## src/hw/mrtmc_pkg.sv

```systemverilog
// Package with the control word layout, carriers and timing constants.
package mrtmc_pkg;

   localparam logic [3:0]  CTRL_INDEX    = 4'h1;
   localparam logic [31:0] CTRL_RESET    = 32'h0004_0000;
   localparam logic [31:0] CTRL_RW_MASK  = 32'h80BF_BDEC;

   localparam int LOOP_BIT        = 21;
   localparam int TWO_WAY_BIT     = 20;
   localparam int GROUP_ALL_BIT   = 19;
   localparam int ANY_DEST_BIT    = 18;
   localparam int REVERSE_BIT     = 17;
   localparam int KEEP_FAULTY_BIT = 16;
   localparam int HASH_ALL_BIT    = 15;
   localparam int HASH_GROUP_BIT  = 13;
   localparam int LATE_RETRY_BIT  = 12;
   localparam int DROP_DROP_BROADCAST_BIT  = 11;
   localparam int SINGLE_BIT      = 10;
   localparam int PAD_TRIM_BIT    = 8;
   localparam int TX_ON_BIT       = 3;
   localparam int RX_ON_BIT       = 2;

   localparam int CLK_PERIOD_NS   = 10;
   localparam int LOOP_SETTLE_NS  = 10000;
   localparam int LOOP_SETTLE_CYC = LOOP_SETTLE_NS / CLK_PERIOD_NS;
   localparam int MAX_ATTEMPTS    = 16;
   localparam logic [15:0] PAD_MIN_LEN = 16'h002E;

   typedef struct packed {
      logic loop;
      logic two_way;
      logic group_all;
      logic any_dest;
      logic reverse;
      logic keep_faulty;
      logic hash_all;
      logic hash_group;
      logic late_retry;
      logic drop_drop_broadcast;
      logic single;
      logic pad_trim;
      logic tx_on;
      logic rx_on;
   } mrtmc_ctrl_t;

   typedef struct packed {
      logic       en;
      logic [3:0] d;
   } mrtmc_mii_t;

   typedef struct packed {
      logic        runt;
      logic        collided;
      logic        truncated;
      logic [15:0] length;
   } mrtmc_rx_end_t;

   typedef struct packed {
      logic late_coll;
      logic retry_err;
   } mrtmc_tx_stat_t;

endpackage : mrtmc_pkg

```

## src/hw/mrtmc_mode_control.sv

```systemverilog
// Mode control of the MAC: control word, address filter, loopback and retry.

// Overview of operation
// loop_return_select 0 means normal path, 1 means internal MII loopback.
// In loopback, transmitted frames return to receive and never reach the PHY.
// A loopback change completes within 10 us of the write.
// Host stops both paths before changing loopback, waits 10 us after.
// two_way_select gives simultaneous transfer and masks the heartbeat check.
// group_pass_all accepts all multicast; unicast still needs a station match.
// accept_any_dest accepts every frame regardless of destination.
// reverse_match inverts the decision, only in perfect filtering mode.
// keep_faulty_frames delivers filtered runts, collided and truncated frames.
// hash_for_all_dest hash-filters both individual and multicast addresses.
// hash_group_select 0 filters perfectly against the station address.
// hash_group_select 1 hash-filters multicast; unicast depends on hash_for_all_dest.
// late_hit_retry chooses retry or abandon on late collision; flag updated.
// drop_broadcast rejects broadcast frames; otherwise all broadcasts pass.
// single_attempt drops a collided frame and flags a retry error.
// Without single_attempt, up to 16 attempts precede a retry error.
// pad_trim with length field below 46 strips pad and check sequence.
// Other frames, or pad_trim off, are delivered unmodified.
// tx_path_on gates the transmitter; off means no frames sent.
// rx_path_on gates the receiver; off means no frames accepted.
// Reserved bits 14 and 9 read zero and writes to them do nothing.
module mrtmc_mode_control #(
   parameter int ATTEMPTS = mrtmc_pkg::MAX_ATTEMPTS
) (
   input  wire logic                     clk_in,
   input  wire logic                     rst_in,
   input  wire logic [3:0]               csr_index_in,
   input  wire logic                     csr_wr_in,
   input  wire logic                     csr_rd_in,
   input  wire logic [31:0]              csr_wdata_in,
   output logic [31:0]                   csr_rdata_out,
   output logic                          csr_ack_out,
   input  wire logic [47:0]              station_addr_in,
   input  wire logic [63:0]              hash_table_in,
   input  wire logic                     dest_valid_in,
   input  wire logic [47:0]              dest_addr_in,
   output logic                          filt_done_out,
   output logic                          filt_pass_out,
   input  wire logic                     rx_end_in,
   input  wire mrtmc_pkg::mrtmc_rx_end_t rx_end_info_in,
   output logic                          rx_deliver_out,
   output logic                          rx_trim_out,
   input  wire logic                     tx_start_in,
   input  wire logic                     tx_coll_in,
   input  wire logic                     tx_late_in,
   output logic                          tx_go_out,
   output logic                          tx_retry_out,
   output logic                          tx_drop_out,
   output mrtmc_pkg::mrtmc_tx_stat_t     tx_stat_out,
   input  wire logic                     hb_fail_in,
   output logic                          hb_fail_out,
   output logic                          two_way_out,
   input  wire mrtmc_pkg::mrtmc_mii_t    mac_tx_in,
   output mrtmc_pkg::mrtmc_mii_t         phy_tx_out,
   input  wire mrtmc_pkg::mrtmc_mii_t    phy_rx_in,
   output mrtmc_pkg::mrtmc_mii_t         mac_rx_out,
   output logic                          loop_busy_out
);
   import mrtmc_pkg::*;

   localparam int SETTLE_MAX = 1000;

   function automatic mrtmc_ctrl_t decode_ctrl(input logic [31:0] w);
      mrtmc_ctrl_t c;
      c.loop        = w[LOOP_BIT];
      c.two_way     = w[TWO_WAY_BIT];
      c.group_all   = w[GROUP_ALL_BIT];
      c.any_dest    = w[ANY_DEST_BIT];
      c.reverse     = w[REVERSE_BIT];
      c.keep_faulty = w[KEEP_FAULTY_BIT];
      c.hash_all    = w[HASH_ALL_BIT];
      c.hash_group  = w[HASH_GROUP_BIT];
      c.late_retry  = w[LATE_RETRY_BIT];
      c.drop_drop_broadcast  = w[DROP_DROP_BROADCAST_BIT];
      c.single      = w[SINGLE_BIT];
      c.pad_trim    = w[PAD_TRIM_BIT];
      c.tx_on       = w[TX_ON_BIT];
      c.rx_on       = w[RX_ON_BIT];
      return c;
   endfunction : decode_ctrl

   // Hash index is the top six bits of the CRC-32 of the address, sent
   // least significant bit first, as the receive CRC sees it.
   function automatic logic [5:0] hash_index(input logic [47:0] a);
      logic [31:0] crc;
      logic        fb;
      crc = 32'hFFFF_FFFF;
      for (int i = 0; i < 48; i++) begin
         fb  = crc[31] ^ a[i];
         crc = {crc[30:0], 1'b0};
         if (fb) begin
            crc = crc ^ 32'h04C1_1DB7;
         end
      end
      return crc[31:26];
   endfunction : hash_index

   // Control word and register port.
   logic [31:0] ctrl_word_r;
   mrtmc_ctrl_t ctrl;
   logic        ctrl_sel;

   assign ctrl_sel = (csr_index_in == CTRL_INDEX);
   assign ctrl     = decode_ctrl(ctrl_word_r);

   always_ff @(posedge clk_in or posedge rst_in) begin
      if (rst_in) begin
         ctrl_word_r <= CTRL_RESET;
      end else if (csr_wr_in && ctrl_sel) begin
         ctrl_word_r <= csr_wdata_in & CTRL_RW_MASK;
      end
   end

   // Reads answer one cycle later; unmapped indices read as zero.
   always_ff @(posedge clk_in or posedge rst_in) begin
      if (rst_in) begin
         csr_rdata_out <= 32'h0000_0000;
         csr_ack_out   <= 1'b0;
      end else begin
         csr_ack_out <= csr_rd_in | csr_wr_in;
         if (csr_rd_in) begin
            csr_rdata_out <= ctrl_sel ? ctrl_word_r : 32'h0000_0000;
         end
      end
   end

   // Loopback changeover. The new mode is taken at an idle moment on the
   // MII so no frame is cut in half, but never later than the settle time.
   logic        loop_eff_r;
   logic [15:0] loop_cnt_r;
   logic        loop_pending;
   logic        mii_idle;

   assign loop_pending  = (ctrl.loop != loop_eff_r);
   assign mii_idle      = ~mac_tx_in.en & ~phy_rx_in.en;
   assign loop_busy_out = loop_pending;

   always_ff @(posedge clk_in or posedge rst_in) begin
      if (rst_in) begin
         loop_eff_r <= 1'b0;
         loop_cnt_r <= 16'h0000;
      end else if (!loop_pending) begin
         loop_cnt_r <= 16'h0000;
      end else if (mii_idle ||
                   loop_cnt_r == 16'(LOOP_SETTLE_CYC - 1)) begin
         loop_eff_r <= ctrl.loop;
         loop_cnt_r <= 16'h0000;
      end else begin
         loop_cnt_r <= loop_cnt_r + 16'h0001;
      end
   end

   // MII steering, one register stage in each direction.
   always_ff @(posedge clk_in or posedge rst_in) begin
      if (rst_in) begin
         phy_tx_out <= '0;
         mac_rx_out <= '0;
      end else begin
         if (loop_eff_r || !ctrl.tx_on) begin
            phy_tx_out <= '0;
         end else begin
            phy_tx_out <= mac_tx_in;
         end
         if (!ctrl.rx_on) begin
            mac_rx_out <= '0;
         end else if (loop_eff_r) begin
            mac_rx_out <= mac_tx_in;
         end else begin
            mac_rx_out <= phy_rx_in;
         end
      end
   end

   // Duplex and heartbeat.
   always_ff @(posedge clk_in or posedge rst_in) begin
      if (rst_in) begin
         two_way_out <= 1'b0;
         hb_fail_out <= 1'b0;
      end else begin
         two_way_out <= ctrl.two_way;
         hb_fail_out <= hb_fail_in & ~ctrl.two_way;
      end
   end

   // Destination address filter.
   logic is_drop_broadcast;
   logic is_mcast;
   logic perfect_hit;
   logic hash_hit;
   logic perfect_mode;
   logic pass_now;

   assign is_drop_broadcast     = &dest_addr_in;
   assign is_mcast     = dest_addr_in[0];
   assign perfect_hit  = (dest_addr_in == station_addr_in);
   assign hash_hit     = hash_table_in[hash_index(dest_addr_in)];
   assign perfect_mode = ~ctrl.hash_group & ~ctrl.hash_all;

   always_comb begin
      if (ctrl.any_dest) begin
         pass_now = 1'b1;
      end else if (is_drop_broadcast) begin
         pass_now = ~ctrl.drop_drop_broadcast;
      end else if (is_mcast) begin
         if (ctrl.group_all) begin
            pass_now = 1'b1;
         end else if (ctrl.hash_group || ctrl.hash_all) begin
            pass_now = hash_hit;
         end else begin
            pass_now = perfect_hit ^ ctrl.reverse;
         end
      end else if (ctrl.hash_all) begin
         pass_now = hash_hit;
      end else if (perfect_mode) begin
         pass_now = perfect_hit ^ ctrl.reverse;
      end else begin
         pass_now = perfect_hit;
      end
   end

   logic filt_pass_r;

   always_ff @(posedge clk_in or posedge rst_in) begin
      if (rst_in) begin
         filt_done_out <= 1'b0;
         filt_pass_r   <= 1'b0;
      end else begin
         filt_done_out <= dest_valid_in;
         if (dest_valid_in) begin
            filt_pass_r <= pass_now & ctrl.rx_on;
         end
      end
   end

   assign filt_pass_out = filt_pass_r;

   // End-of-frame delivery and pad trimming.
   logic bad_frame;

   assign bad_frame = rx_end_info_in.runt | rx_end_info_in.collided |
                      rx_end_info_in.truncated;

   always_ff @(posedge clk_in or posedge rst_in) begin
      if (rst_in) begin
         rx_deliver_out <= 1'b0;
         rx_trim_out    <= 1'b0;
      end else if (rx_end_in) begin
         rx_deliver_out <= filt_pass_r &
                           (~bad_frame | ctrl.keep_faulty);
         rx_trim_out    <= ctrl.pad_trim &
                           (rx_end_info_in.length < PAD_MIN_LEN);
      end else begin
         rx_deliver_out <= 1'b0;
         rx_trim_out    <= 1'b0;
      end
   end

   // Transmit attempts. Full duplex has no collisions, so reports are
   // ignored there rather than trusted.
   logic [4:0] attempt_r;
   logic       coll_seen;

   assign coll_seen = tx_coll_in & ~ctrl.two_way;
   assign tx_go_out = ctrl.tx_on & ~loop_pending;

   always_ff @(posedge clk_in or posedge rst_in) begin
      if (rst_in) begin
         attempt_r    <= 5'h01;
         tx_retry_out <= 1'b0;
         tx_drop_out  <= 1'b0;
         tx_stat_out  <= '0;
      end else begin
         tx_retry_out <= 1'b0;
         tx_drop_out  <= 1'b0;
         if (tx_start_in) begin
            attempt_r   <= 5'h01;
            tx_stat_out <= '0;
         end else if (coll_seen) begin
            if (tx_late_in) begin
               tx_stat_out.late_coll <= 1'b1;
            end
            if (tx_late_in && !ctrl.late_retry) begin
               tx_drop_out <= 1'b1;
            end else if (ctrl.single) begin
               tx_drop_out           <= 1'b1;
               tx_stat_out.retry_err <= 1'b1;
            end else if (attempt_r >= 5'(ATTEMPTS)) begin
               tx_drop_out           <= 1'b1;
               tx_stat_out.retry_err <= 1'b1;
            end else begin
               tx_retry_out <= 1'b1;
               attempt_r    <= attempt_r + 5'h01;
            end
         end
      end
   end
endmodule : mrtmc_mode_control

```

## config.mk

```make
export PLATFORM = sky130hd
export DESIGN_NAME = mrtmc_mode_control
export DESIGN_NICKNAME = d
export VERILOG_FILES = /design/src/hw/mrtmc_pkg.sv /design/src/hw/mrtmc_mode_control.sv
export SDC_FILE = /design/constraint.sdc
export NUM_CORES = 1
export LEC_CHECK = 0
export BUFFER_PORTS_ARGS = -buffer_cell sky130_fd_sc_hd__buf_2
export CAP_MARGIN = 20
export CORE_ASPECT_RATIO = 1.1
export CORE_MARGIN = 1.5
export CORE_UTILIZATION = 50
export CTS_BUF_LIST = sky130_fd_sc_hd__clkbuf_2 sky130_fd_sc_hd__clkbuf_4 sky130_fd_sc_hd__clkbuf_8
export DETAILED_ROUTE_END_ITERATION = 10
export PLACE_DENSITY = 0.92
export SLEW_MARGIN = 40
export SYNTH_ARGS = -nofsm -noshare
export SYNTH_HDL_FRONTEND = slang
export SYNTH_SLANG_ARGS = --single-unit
```

## constraint.sdc

```tcl
create_clock -name clk_in -period 3.2 [get_ports clk_in]
set_clock_uncertainty 0.1 [all_clocks]
set_input_delay 0.48 -clock clk_in [delete_from_list [all_inputs] [get_ports clk_in]]
set_output_delay 0.48 -clock clk_in [all_outputs]
set_load 0.005 [all_outputs]
```

Yosys cells after proc, flatten, opt, wreduce, memory -nomap -nowiden
Index checks and enable logic that the tools add are counted.
Widths: inputs -> output; s select.
{"block": "totals", "wordCells": 248, "inputBits": 235, "output_inout_bits": 55, "reg_bits": 94}
{"block": "op_classes", "eq_ne": 7, "n_addsub": 2, "n_bitwise": 115, "mux": 86, "reduce_logical": 15, "n_lt_le_gt_ge": 3}
{"operator": "$mux 27", "count": 48}
{"operator": "$not 14->14", "count": 47}
{"operator": "$eq 48x48->1", "count": 1}
{"operator": "$reduce_and 48->1", "count": 1}
{"operator": "$xor 1x1->1", "count": 43}
{"operator": "$mux 5", "count": 8}
{"operator": "$mux 16", "count": 2}
{"operator": "$mux 32", "count": 1}
{"operator": "$mux 1", "count": 24}
{"operator": "$add 16x1->16 const B", "count": 1}
{"operator": "$eq 16x10->1 const B", "count": 1}
{"operator": "$lt 16x6->1 const B", "count": 1}
{"operator": "$and 1x1->1", "count": 8}
{"operator": "$not 1->1", "count": 8}
{"operator": "$lt 6x7->1 const B", "count": 1}
{"operator": "$bmux 1 s6", "count": 1}
{"operator": "$ne 2x2->1 const B", "count": 3}
{"operator": "$add 5x1->5 const B", "count": 1}
{"operator": "$ge 5x5->1 const B", "count": 1}
{"operator": "$xor 1x1->1 const A", "count": 5}
{"operator": "$eq 4x1->1 const B", "count": 1}
{"operator": "$mux 2", "count": 2}
{"operator": "$or 1x1->1", "count": 4}
{"operator": "$reduce_and 2->1", "count": 2}
{"operator": "other kinds (8)", "count": 13}

Depth between registers and ports, before layout
Gate-level depths: netlist of run 1.
{"block": "depth", "word_depth": 103, "ltp_mapped": 17, "mapped_depth_nobuf": 14}

Least setup slack after synthesis of run 1
Ideal clock, no wire load.
{"block": "synth_timing", "path_type": "input -> register", "startpoint": "input port dest_addr_in[3]", "endpoint": "register filt_pass_r, in the netlist filt_pass_out", "arrival_ns": 4.650, "path_slack_ns": -1.679, "stages": 15, "n_path_buf": 2, "required_ns": 2.971, "setup_time_ns": 0.129, "cell_sequence": "buf_6 > xnor3_2 > xnor2_2 > xnor3_1 > xor2_2 > xnor3_2 > xor3_2 > xnor3_1 > buf_6 > mux4_1 > mux2i_1 > nor2_1 > o31a_1 > o21ai_1 > a31oi_1"}
{"block": "synth_between", "elab_chain_cells": 66, "word_cells_on_any_way": 135, "classes_between": "eq/ne (1); mux (54); bitwise (79); reduce/logical (1)"}
{"element": "from (decl)", "line_no": "mrtmc_mode_control.sv:39", "text": "input wire logic [47:0] dest_addr_in,"}
{"element": "$xor 1x1->1", "line_no": "mrtmc_mode_control.sv:92", "text": "fb = crc[31] ^ a[i];"}
{"element": "$mux 27", "line_no": "mrtmc_mode_control.sv:94", "text": "if (fb) begin"}
{"element": "$not 14->14 (no line)"}
{"element": "$mux 27", "line_no": "mrtmc_mode_control.sv:94"}
{"element": "$not 14->14 (no line) or $mux 27 (tied branches)"}
{"element": "$mux 27 or $not 14->14 (tied branches)"}
{"element": "$mux 27", "line_no": "mrtmc_mode_control.sv:94"}
{"element": "$mux 27 or $not 14->14 (tied branches)"}
{"element": "[50 not listed]"}
{"element": "$bmux 1 s6", "line_no": "mrtmc_mode_control.sv:199", "text": "assign hash_hit = hash_table_in[hash_index(dest_addr_in)];"}
{"element": "$mux 1 (implied by the code)", "line_no": "mrtmc_mode_control.sv:199"}
{"element": "$mux 1", "line_no": "mrtmc_mode_control.sv:210", "text": "end else if (ctrl.hash_group || ctrl.hash_all) begin"}
{"element": "$mux 1", "line_no": "mrtmc_mode_control.sv:208", "text": "if (ctrl.group_all) begin"}
{"element": "$mux 1", "line_no": "mrtmc_mode_control.sv:207", "text": "end else if (is_mcast) begin"}
{"element": "$mux 1 *", "line_no": "mrtmc_mode_control.sv:205", "text": "end else if (is_drop_broadcast) begin"}
{"element": "$mux 1 *", "line_no": "mrtmc_mode_control.sv:203", "text": "if (ctrl.any_dest) begin"}
{"element": "$and 1x1->1 *", "line_no": "mrtmc_mode_control.sv:233", "text": "filt_pass_r <= pass_now & ctrl.rx_on;"}
{"element": "to (signal assigned)", "line_no": "mrtmc_mode_control.sv:233"}
{"element": "to (decl)", "line_no": "mrtmc_mode_control.sv:224", "text": "logic filt_pass_r;"}
Mark *: on every way between the ends. The rest lies on a longest branch, timed or not. The select of a mux whose other input is x is not followed.
A chain may end at the register's enable or synchronous reset.

Final worst setup path of run 1
{"block": "layout_timing", "startpoint": "input port dest_addr_in[0]", "endpoint": "register filt_pass_r, in the netlist filt_pass_out"}
{"block": "layout_between", "elab_chain_cells": 70, "word_cells_on_any_way": 143, "classes_between": "eq/ne (1); mux (57); bitwise (84); reduce/logical (1)"}
{"element": "$mux 27", "line_no": "mrtmc_mode_control.sv:94"}
{"element": "$not 14->14 (no line)"}
{"element": "$mux 27", "line_no": "mrtmc_mode_control.sv:94"}
{"element": "$mux 27 or $not 14->14 (tied branches) (2 in a row)"}
{"element": "$mux 27", "line_no": "mrtmc_mode_control.sv:94"}
{"element": "$not 14->14 (no line) or $mux 27 (tied branches)"}
{"element": "$mux 27", "line_no": "mrtmc_mode_control.sv:94"}
{"element": "$mux 27 or $not 14->14 (tied branches) (2 in a row)"}
{"element": "[52 not listed]"}
{"element": "$bmux 1 s6", "line_no": "mrtmc_mode_control.sv:199"}
{"element": "$mux 1 (implied by the code)", "line_no": "mrtmc_mode_control.sv:199"}
{"element": "$mux 1", "line_no": "mrtmc_mode_control.sv:210"}
{"element": "$mux 1", "line_no": "mrtmc_mode_control.sv:208"}
{"element": "$mux 1", "line_no": "mrtmc_mode_control.sv:207"}
{"element": "$mux 1 *", "line_no": "mrtmc_mode_control.sv:205"}
{"element": "$mux 1 *", "line_no": "mrtmc_mode_control.sv:203"}
{"element": "$and 1x1->1 *", "line_no": "mrtmc_mode_control.sv:233"}
Marks and branches as above.

==> impl_results.md, run 1 <==
- Status: finished with violations
- Failing checks: negative setup slack
- Worst reg2reg endpoint: loop_cnt_r[9]
- Slack of the critical path: -1.088 ns
- Post-synth top cells: xnor2_1, dfrtp_1, xor2_1, xnor3_1, nand2_1
- Clock transition at path regs: 0.10 ns
- MaxCap Viol Count: 0
- WP buf/inv: 3
- Gr usage total: 33.22%
- Number of I/O pins: 290
- Synth Cell Area: 7012 sq um
- H-tree levels: 3
- Setup TNS: -1.088 ns
- Port bufs: 262
- Via density: 5.482
- CP required: 3.33 ns
- Starting Density: 51.04%
- Crit Path Max Fanout: 10
- Arr. time, crit path: 4.42 ns
- Synthesized area per cell: 10.64 sq um
- DP Wirelength: 19,390 um
- Hold WS: 0.03868 ns
- NumNets Final: 1,287
- Final cell count without fillers: 1,240
- Detailed router's first-iteration violation count: 569
- Final Max Slew Viols: 0
- Peak Freq: 0.2332 GHz
- First-pass GRT wire length: 37,090 um
- Final period utilization: 134.0%
- 1st-pass router iterations: 5
- Hold Fails Final Rpt: 0
- Row count: 45
- Number of distinct library cells after synthesis: 55
- RSZ-0062 raised after global routing: yes
- Die height: 127.2 um
- Synth top area share: 28.19%
- Antenna violations before repair: 0
- Register area share after synthesis: 28.94%
- # diodes: 0
- CP Depth: 17
- CTS Buf Count: 9
- Remaining global-route overflow: 0
- RR Startpoint: loop_cnt_r[11]
- CORE AREA: 13,740 sq um
- Area Growth Syn to Fin: 41.13%
- CTS tree: done
- CP Class: input port to register
- Primary FF master, synth: dfrtp_1
- Sink Count: 81
- Path type of the worst min-delay path: input port to async pin
- Slew HR: 47.23%
- R2r setup slk: 1.18 ns
- Clock Path Buffers: 2
- CP max stage delay: 0.43 ns
- Flops & latches, synth: 81
- Post-placement cell count: 1,220
- Hold Buf Count CTS: 0
- Root Driver: clkbuf_8
- Critical path's top delay family: XOR/XNOR gates
- Layout cells sized above 1: 47.24%
- Slowest CP cell: xnor3_2
- Antenna-violating nets left: 0
- Synth async-reset ratio: 100.0%
- Crit path to: filt_pass_out
- Number of global-route vias before repair: 7,093
- Die area: 14,740 sq um
- GP Congestion: 1.134
- DRC viols: 0
- CP cell instances: buf_2 > ha_2 > buf_4 > xnor3_1 > xnor2_1 > xnor2_1 > xnor3_1 > xnor3_2 > xor2_2 > xnor2_2 > buf_6 > mux4_2 > mux2i_1 > nor2_1 > o31a_1 > o21ai_1 > a31oi_1
- Most common cell in the netlist: xnor2_1
- Worst slack at placement: -1.543 ns
- Vias: 6,798
- Startpoint Class: input port
- Chip Width: 115.9 um
- Largest net degree at the start of global routing: 58
- Main area contributors after synthesis: dfrtp_1, xnor2_1, xnor3_1
- Path depth of the worst reg2reg path: 4
- Gate Count Post-Synth: 659
- Actual slew at the worst max-slew pin: 0.7916 ns
- Yosys top cell by area: dfrtp_1
- Clock latency at the later pin of the worst-skew pair: 0.35 ns
- Worst Setup End Kind: register
- Minimum clock period: 4.288 ns
- Syn. warnings: 0
- Setup crit start: dest_addr_in[0]
- Routed WL per cell: 19.60 um
- WL final: 24,310 um
- Final setup viols: 1
- Post-synth EDFFs: 0
==> kinds of logic after synthesis <==
group	count (synthesis)	synth area share [%]
fa+ha+maj	5	0.8922
xor+xnor	244	39.38
other cells	1	0.05348
simple gates	152	11.24
mux	50	9.333
buf+inv	67	4.961
compound gates	59	5.193
flops	81	28.94
==> per-stage QoR <==
stage	util (%)	cell area, sq um
after floorplan	-	7092
after global placement	68.88	9463
after detailed placement	68.93	9469
after CTS	71.61	9838
after global routing	72.03	9896
final	72.03	9896
==> timing repair <==
item,CTS,global route
setup buffers,2,2
gates resized for setup,20,8
pin swaps,4,5
endpoints found under the setup margin,1,1
==> per-layer routing <==
layer | routed length (um) | global-route usage (%) | vias to the layer above
met1 | 8641 | 37.81 | 3244
met2 | 12270 | 58.86 | 421
met5 | 0 | 0 | -
met4 | 1508 | 16.00 | 0
met3 | 1889 | 6.926 | 136
li1 | - | - | 2997
==> layout by cell type, fill, tap and decap left out, drive strengths merged, types with 3 or more instances in the layout <==
cell	n
buf	407
xnor2	162
dfrtp	79
nor4	8
nand2	32
conb	13
mux2	21
xor3	4
a211oi	6
a31oi	4
inv	26
clkbuf	10
nand4	24
or3	3
mux4	9
nand2b	3
xor2	40
nand3	11
ha	5
and2	9
and3	3
mux2i	20
nor2b	15
a21oi	12
nor4b	3
o21ai	25
xnor3	38
nor2	31
nor3	5
==> sequential cells by signal, indices dropped and copies added (netlist names) <==
name            count
tx_drop_out         1
rx_trim_out         1
loop_cnt_r         16
loop_eff_r          1
attempt_r           5
csr_ack_out         1
tx_retry_out        1
mac_rx_out          5
ctrl_word_r        19
filt_done_out       1
tx_stat_out         2
rx_deliver_out      1
hb_fail_out         1
two_way_out         1
phy_tx_out          5
filt_pass_out       1
csr_rdata_out      19
==> how the worst min path moves through the flow <==
| stage | end | slack [ns] | depth (start not counted) |
|---|---|---|---|
| 6_report | attempt_r[2] | 0.04 | 2 |
| 5_1_grt | attempt_r[2] | 0.08 | 2 |
| 4_1_cts | attempt_r[2] | 0.05 | 2 |
| 3_5_place_dp | loop_cnt_r[0] | 0.37 | 1 |
| 3_3_place_gp | loop_cnt_r[0] | 0.35 | 1 |
| 2_1_floorplan | two_way_out | 0.31 | 0 |
==> worst register-to-register path, cell delays in order (launching register included) <==
cell and delay (ns):
dfrtp_1 0.41, or4_1 0.52, o32a_1 0.34, nand2_1 0.39, nor2_1 0.12
==> area by class of cell <==
cell class | count | area (sq um)
multi-input combinational | 523 | 4872
inverter | 24 | 95.09
clock buffer | 9 | 123.9
timing repair buffer | 408 | 2439
clock inverter | 7 | 101.3
sequential | 81 | 2029
fill | 976 | 3842
tap | 188 | 235.2
Power of run 1 is left out: the tool's default activity adds up to more than one toggle a clock period on the data nets, which glitch-free logic cannot reach.
==> inputs of run 2 (changes only) <==
--- a/config.mk
+++ b/config.mk
@@ -13,6 +13,7 @@
 export CTS_BUF_LIST = sky130_fd_sc_hd__clkbuf_2 sky130_fd_sc_hd__clkbuf_4 sky130_fd_sc_hd__clkbuf_8
 export DETAILED_ROUTE_END_ITERATION = 10
 export PLACE_DENSITY = 0.92
+export REMOVE_ABC_BUFFERS = 1
 export SLEW_MARGIN = 40
 export SYNTH_ARGS = -nofsm -noshare
 export SYNTH_HDL_FRONTEND = slang
==> run 2 against run 1 <==
- the run still ends with negative setup slack left
- global-route usage grew 6.2 points
- utilization grew 3.7 points
- sequential share of layout area shrank 1.0 points
- register-to-register slack is essentially flat
- via count grew 9.7%
- count of clock-buffer cells in the layout is the same
- worst hold slack gained 0.035 ns
- first-iteration DRC count grew 80%
==> impl_results.md, run 2 (same netlist as run 1, synthesis figures left out) <==
- DP Wirelength: 19,920 um (+2.7%)
- Largest net degree at the start of global routing: 68 (+17%)
- Area Growth Syn to Fin: 48.34%
- Actual slew at the worst max-slew pin: 0.8163 ns (+0.02474 ns)
- Slew HR: 45.58% (-1.6 points)
- Startpoint Class: input port
- Cell area after layout: 10,400 sq um (+5.1%)
- CTS tree: done
- Hold Buf Count CTS: 0 (unchanged)
- Die area: 14,740 sq um (unchanged)
- CP max stage delay: 0.61 ns (+0.18 ns)
- Chip Width: 115.9 um (unchanged)
- DRC viols: 0 (unchanged)
- Hold WS: 0.07413 ns (+0.03545 ns)
- Minimum clock period: 4.884 ns (+0.5959 ns)
- Worst slack at placement: -1.739 ns (-0.1965 ns)
- First-pass GRT wire length: 42,470 um (+14%)
- Final setup viols: 1 (unchanged)
- Worst Setup End Kind: register
- CTS Buf Count: 9 (unchanged)
- Port bufs: 262 (unchanged)
- RSZ-0062 raised after global routing: yes
- Slack of the critical path: -1.684 ns (-0.5959 ns)
- CP cell instances: buf_2 > ha_4 > xnor3_1 > xor2_1 > xnor3_1 > buf_4 > xnor2_4 > xnor3_2 > xor3_2 > xnor3_1 > buf_6 > buf_4 > buf_4 > mux2i_2 > a31oi_1 > o221a_2 > o21ai_1 > a31oi_1
- Worst reg2reg endpoint: loop_cnt_r[13]
- Setup TNS: -1.684 ns (-0.5959 ns)
- H-tree levels: 3 (unchanged)
- Most frequent cells in the layout: buf_2, buf_4, xnor2_1
- Failing checks: negative setup slack
- Via density: 5.882 (+7.3%)
- Final period utilization: 152.6% (+19 points)
- Antenna violations before repair: 4 (+4)
- Root Driver: clkbuf_8
- Arr. time, crit path: 5.02 ns (+0.60 ns)
- Detailed router's first-iteration violation count: 1,025 (+80%)
- Die height: 127.2 um (unchanged)
- Clock latency at the later pin of the worst-skew pair: 0.36 ns (about the same)
- R2r setup slk: 1.18 ns (about the same)
- CP Class: input port to register
- Setup crit start: dest_addr_in[1]
- Peak Freq: 0.2048 GHz (-12%)
- Crit path to: filt_pass_out
- Path type of the worst min-delay path: input port to async pin
- Gr usage total: 39.42% (+6.2 points)
- MaxCap Viol Count: 0 (unchanged)
- WL final: 31,250 um (+29%)
- Row count: 45 (unchanged)
- Slowest CP cell: xor2_1
- Antenna-violating nets left: 0 (unchanged)
- Placed cell area: 9509 sq um (+0.42%)
- Clock transition at path regs: 0.09 ns (about the same)
- GP Congestion: 1.121 (-1.1%)
- Clock Path Buffers: 2 (unchanged)
- Layout cells sized above 1: 51.81% (+4.6 points)
- Number of I/O pins: 290 (unchanged)
- Status: finished with violations
- Hold Fails Final Rpt: 0 (unchanged)
- RR Startpoint: loop_cnt_r[11]
- CORE AREA: 13,740 sq um (unchanged)
- Sink Count: 81 (unchanged)
- CP required: 3.34 ns (about the same)
- Remaining global-route overflow: 0 (unchanged)
- NumNets Final: 1,312 (+1.9%)
- Commonest non-fill, non-tap cell in the layout: buf_2
- Final Max Slew Viols: 0 (unchanged)
- Crit Path Max Fanout: 8 (-2)
- Routed WL per cell: 24.65 um (+26%)
- Vias: 7,459 (+9.7%)
- Number of global-route vias before repair: 7,748 (+9.2%)
- Path depth of the worst reg2reg path: 4 (unchanged)
- Starting Density: 51.04% (unchanged)
- Largest registers: csr_rdata_out: 19 flops, ctrl_word_r: 19 flops, loop_cnt_r: 16 flops
- 1st-pass router iterations: 7 (+2)
run 2: cell types whose count changed in the layout (fill, tap and decap cells not counted), moves of 3 or more:
| cell | delta |
|---|---|
| xnor2_1 | -24 |
| xnor2_2 | +23 |
| buf_4 | +18 |
| buf_6 | +7 |
| diode_2 | +3 |
run 2: critical path: cells and delay by family:
family                     cells  cell delay (ns)
xor gates and xnor gates       7             2.41
buffers and inverters          5             0.78
AOI/OAI and AO/OA              4             0.63
muxes                          1             0.43
adders and majority gates      1             0.29
run 2: final cells by class:
class | count | area [sq um]
tap | 188 | 235.2
clock inverter | 7 | 75.07
inverter | 24 | 95.09
sequential | 81 | 2029
multi-input combinational | 524 | 5180
antenna | 3 | 7.507
clock buffer | 9 | 123.9
fill | 843 | 3337
timing repair buffer | 432 | 2655
run 2: worst min-delay path by stage:
stage,from,endpoint,cells past startpoint
5_1_grt,rst_in,attempt_r[2],2
2_1_floorplan,ctrl_word_r[20],two_way_out,0
3_3_place_gp,ctrl_word_r[20],two_way_out,0
3_5_place_dp,ctrl_word_r[20],two_way_out,0
6_report,rst_in,ctrl_word_r[20],2
4_1_cts,rst_in,attempt_r[2],2
run 2: timing repair:
item,CTS,global route
pin swaps,37,15
cloned,1,0
endpoints found under the setup margin,1,1
setup buffers,16,4
resized for setup,55,33
run 2: metal layers:
metal	GRT usage, %	part of all wire [%]
met4	27.55	12
met5	0	0
met2	66.30	46
met3	12.90	12
met1	41.28	30
run 2: stage by stage:
step | cells | util, %
finish | 1268 | 75.71
global route | 1267 | 75.69
floorplan | 628 | -
detailed placement | 1228 | 69.22
global placement | 1228 | 69.19
CTS | 1261 | 73.84
Power of run 2 is left out for the same reason.
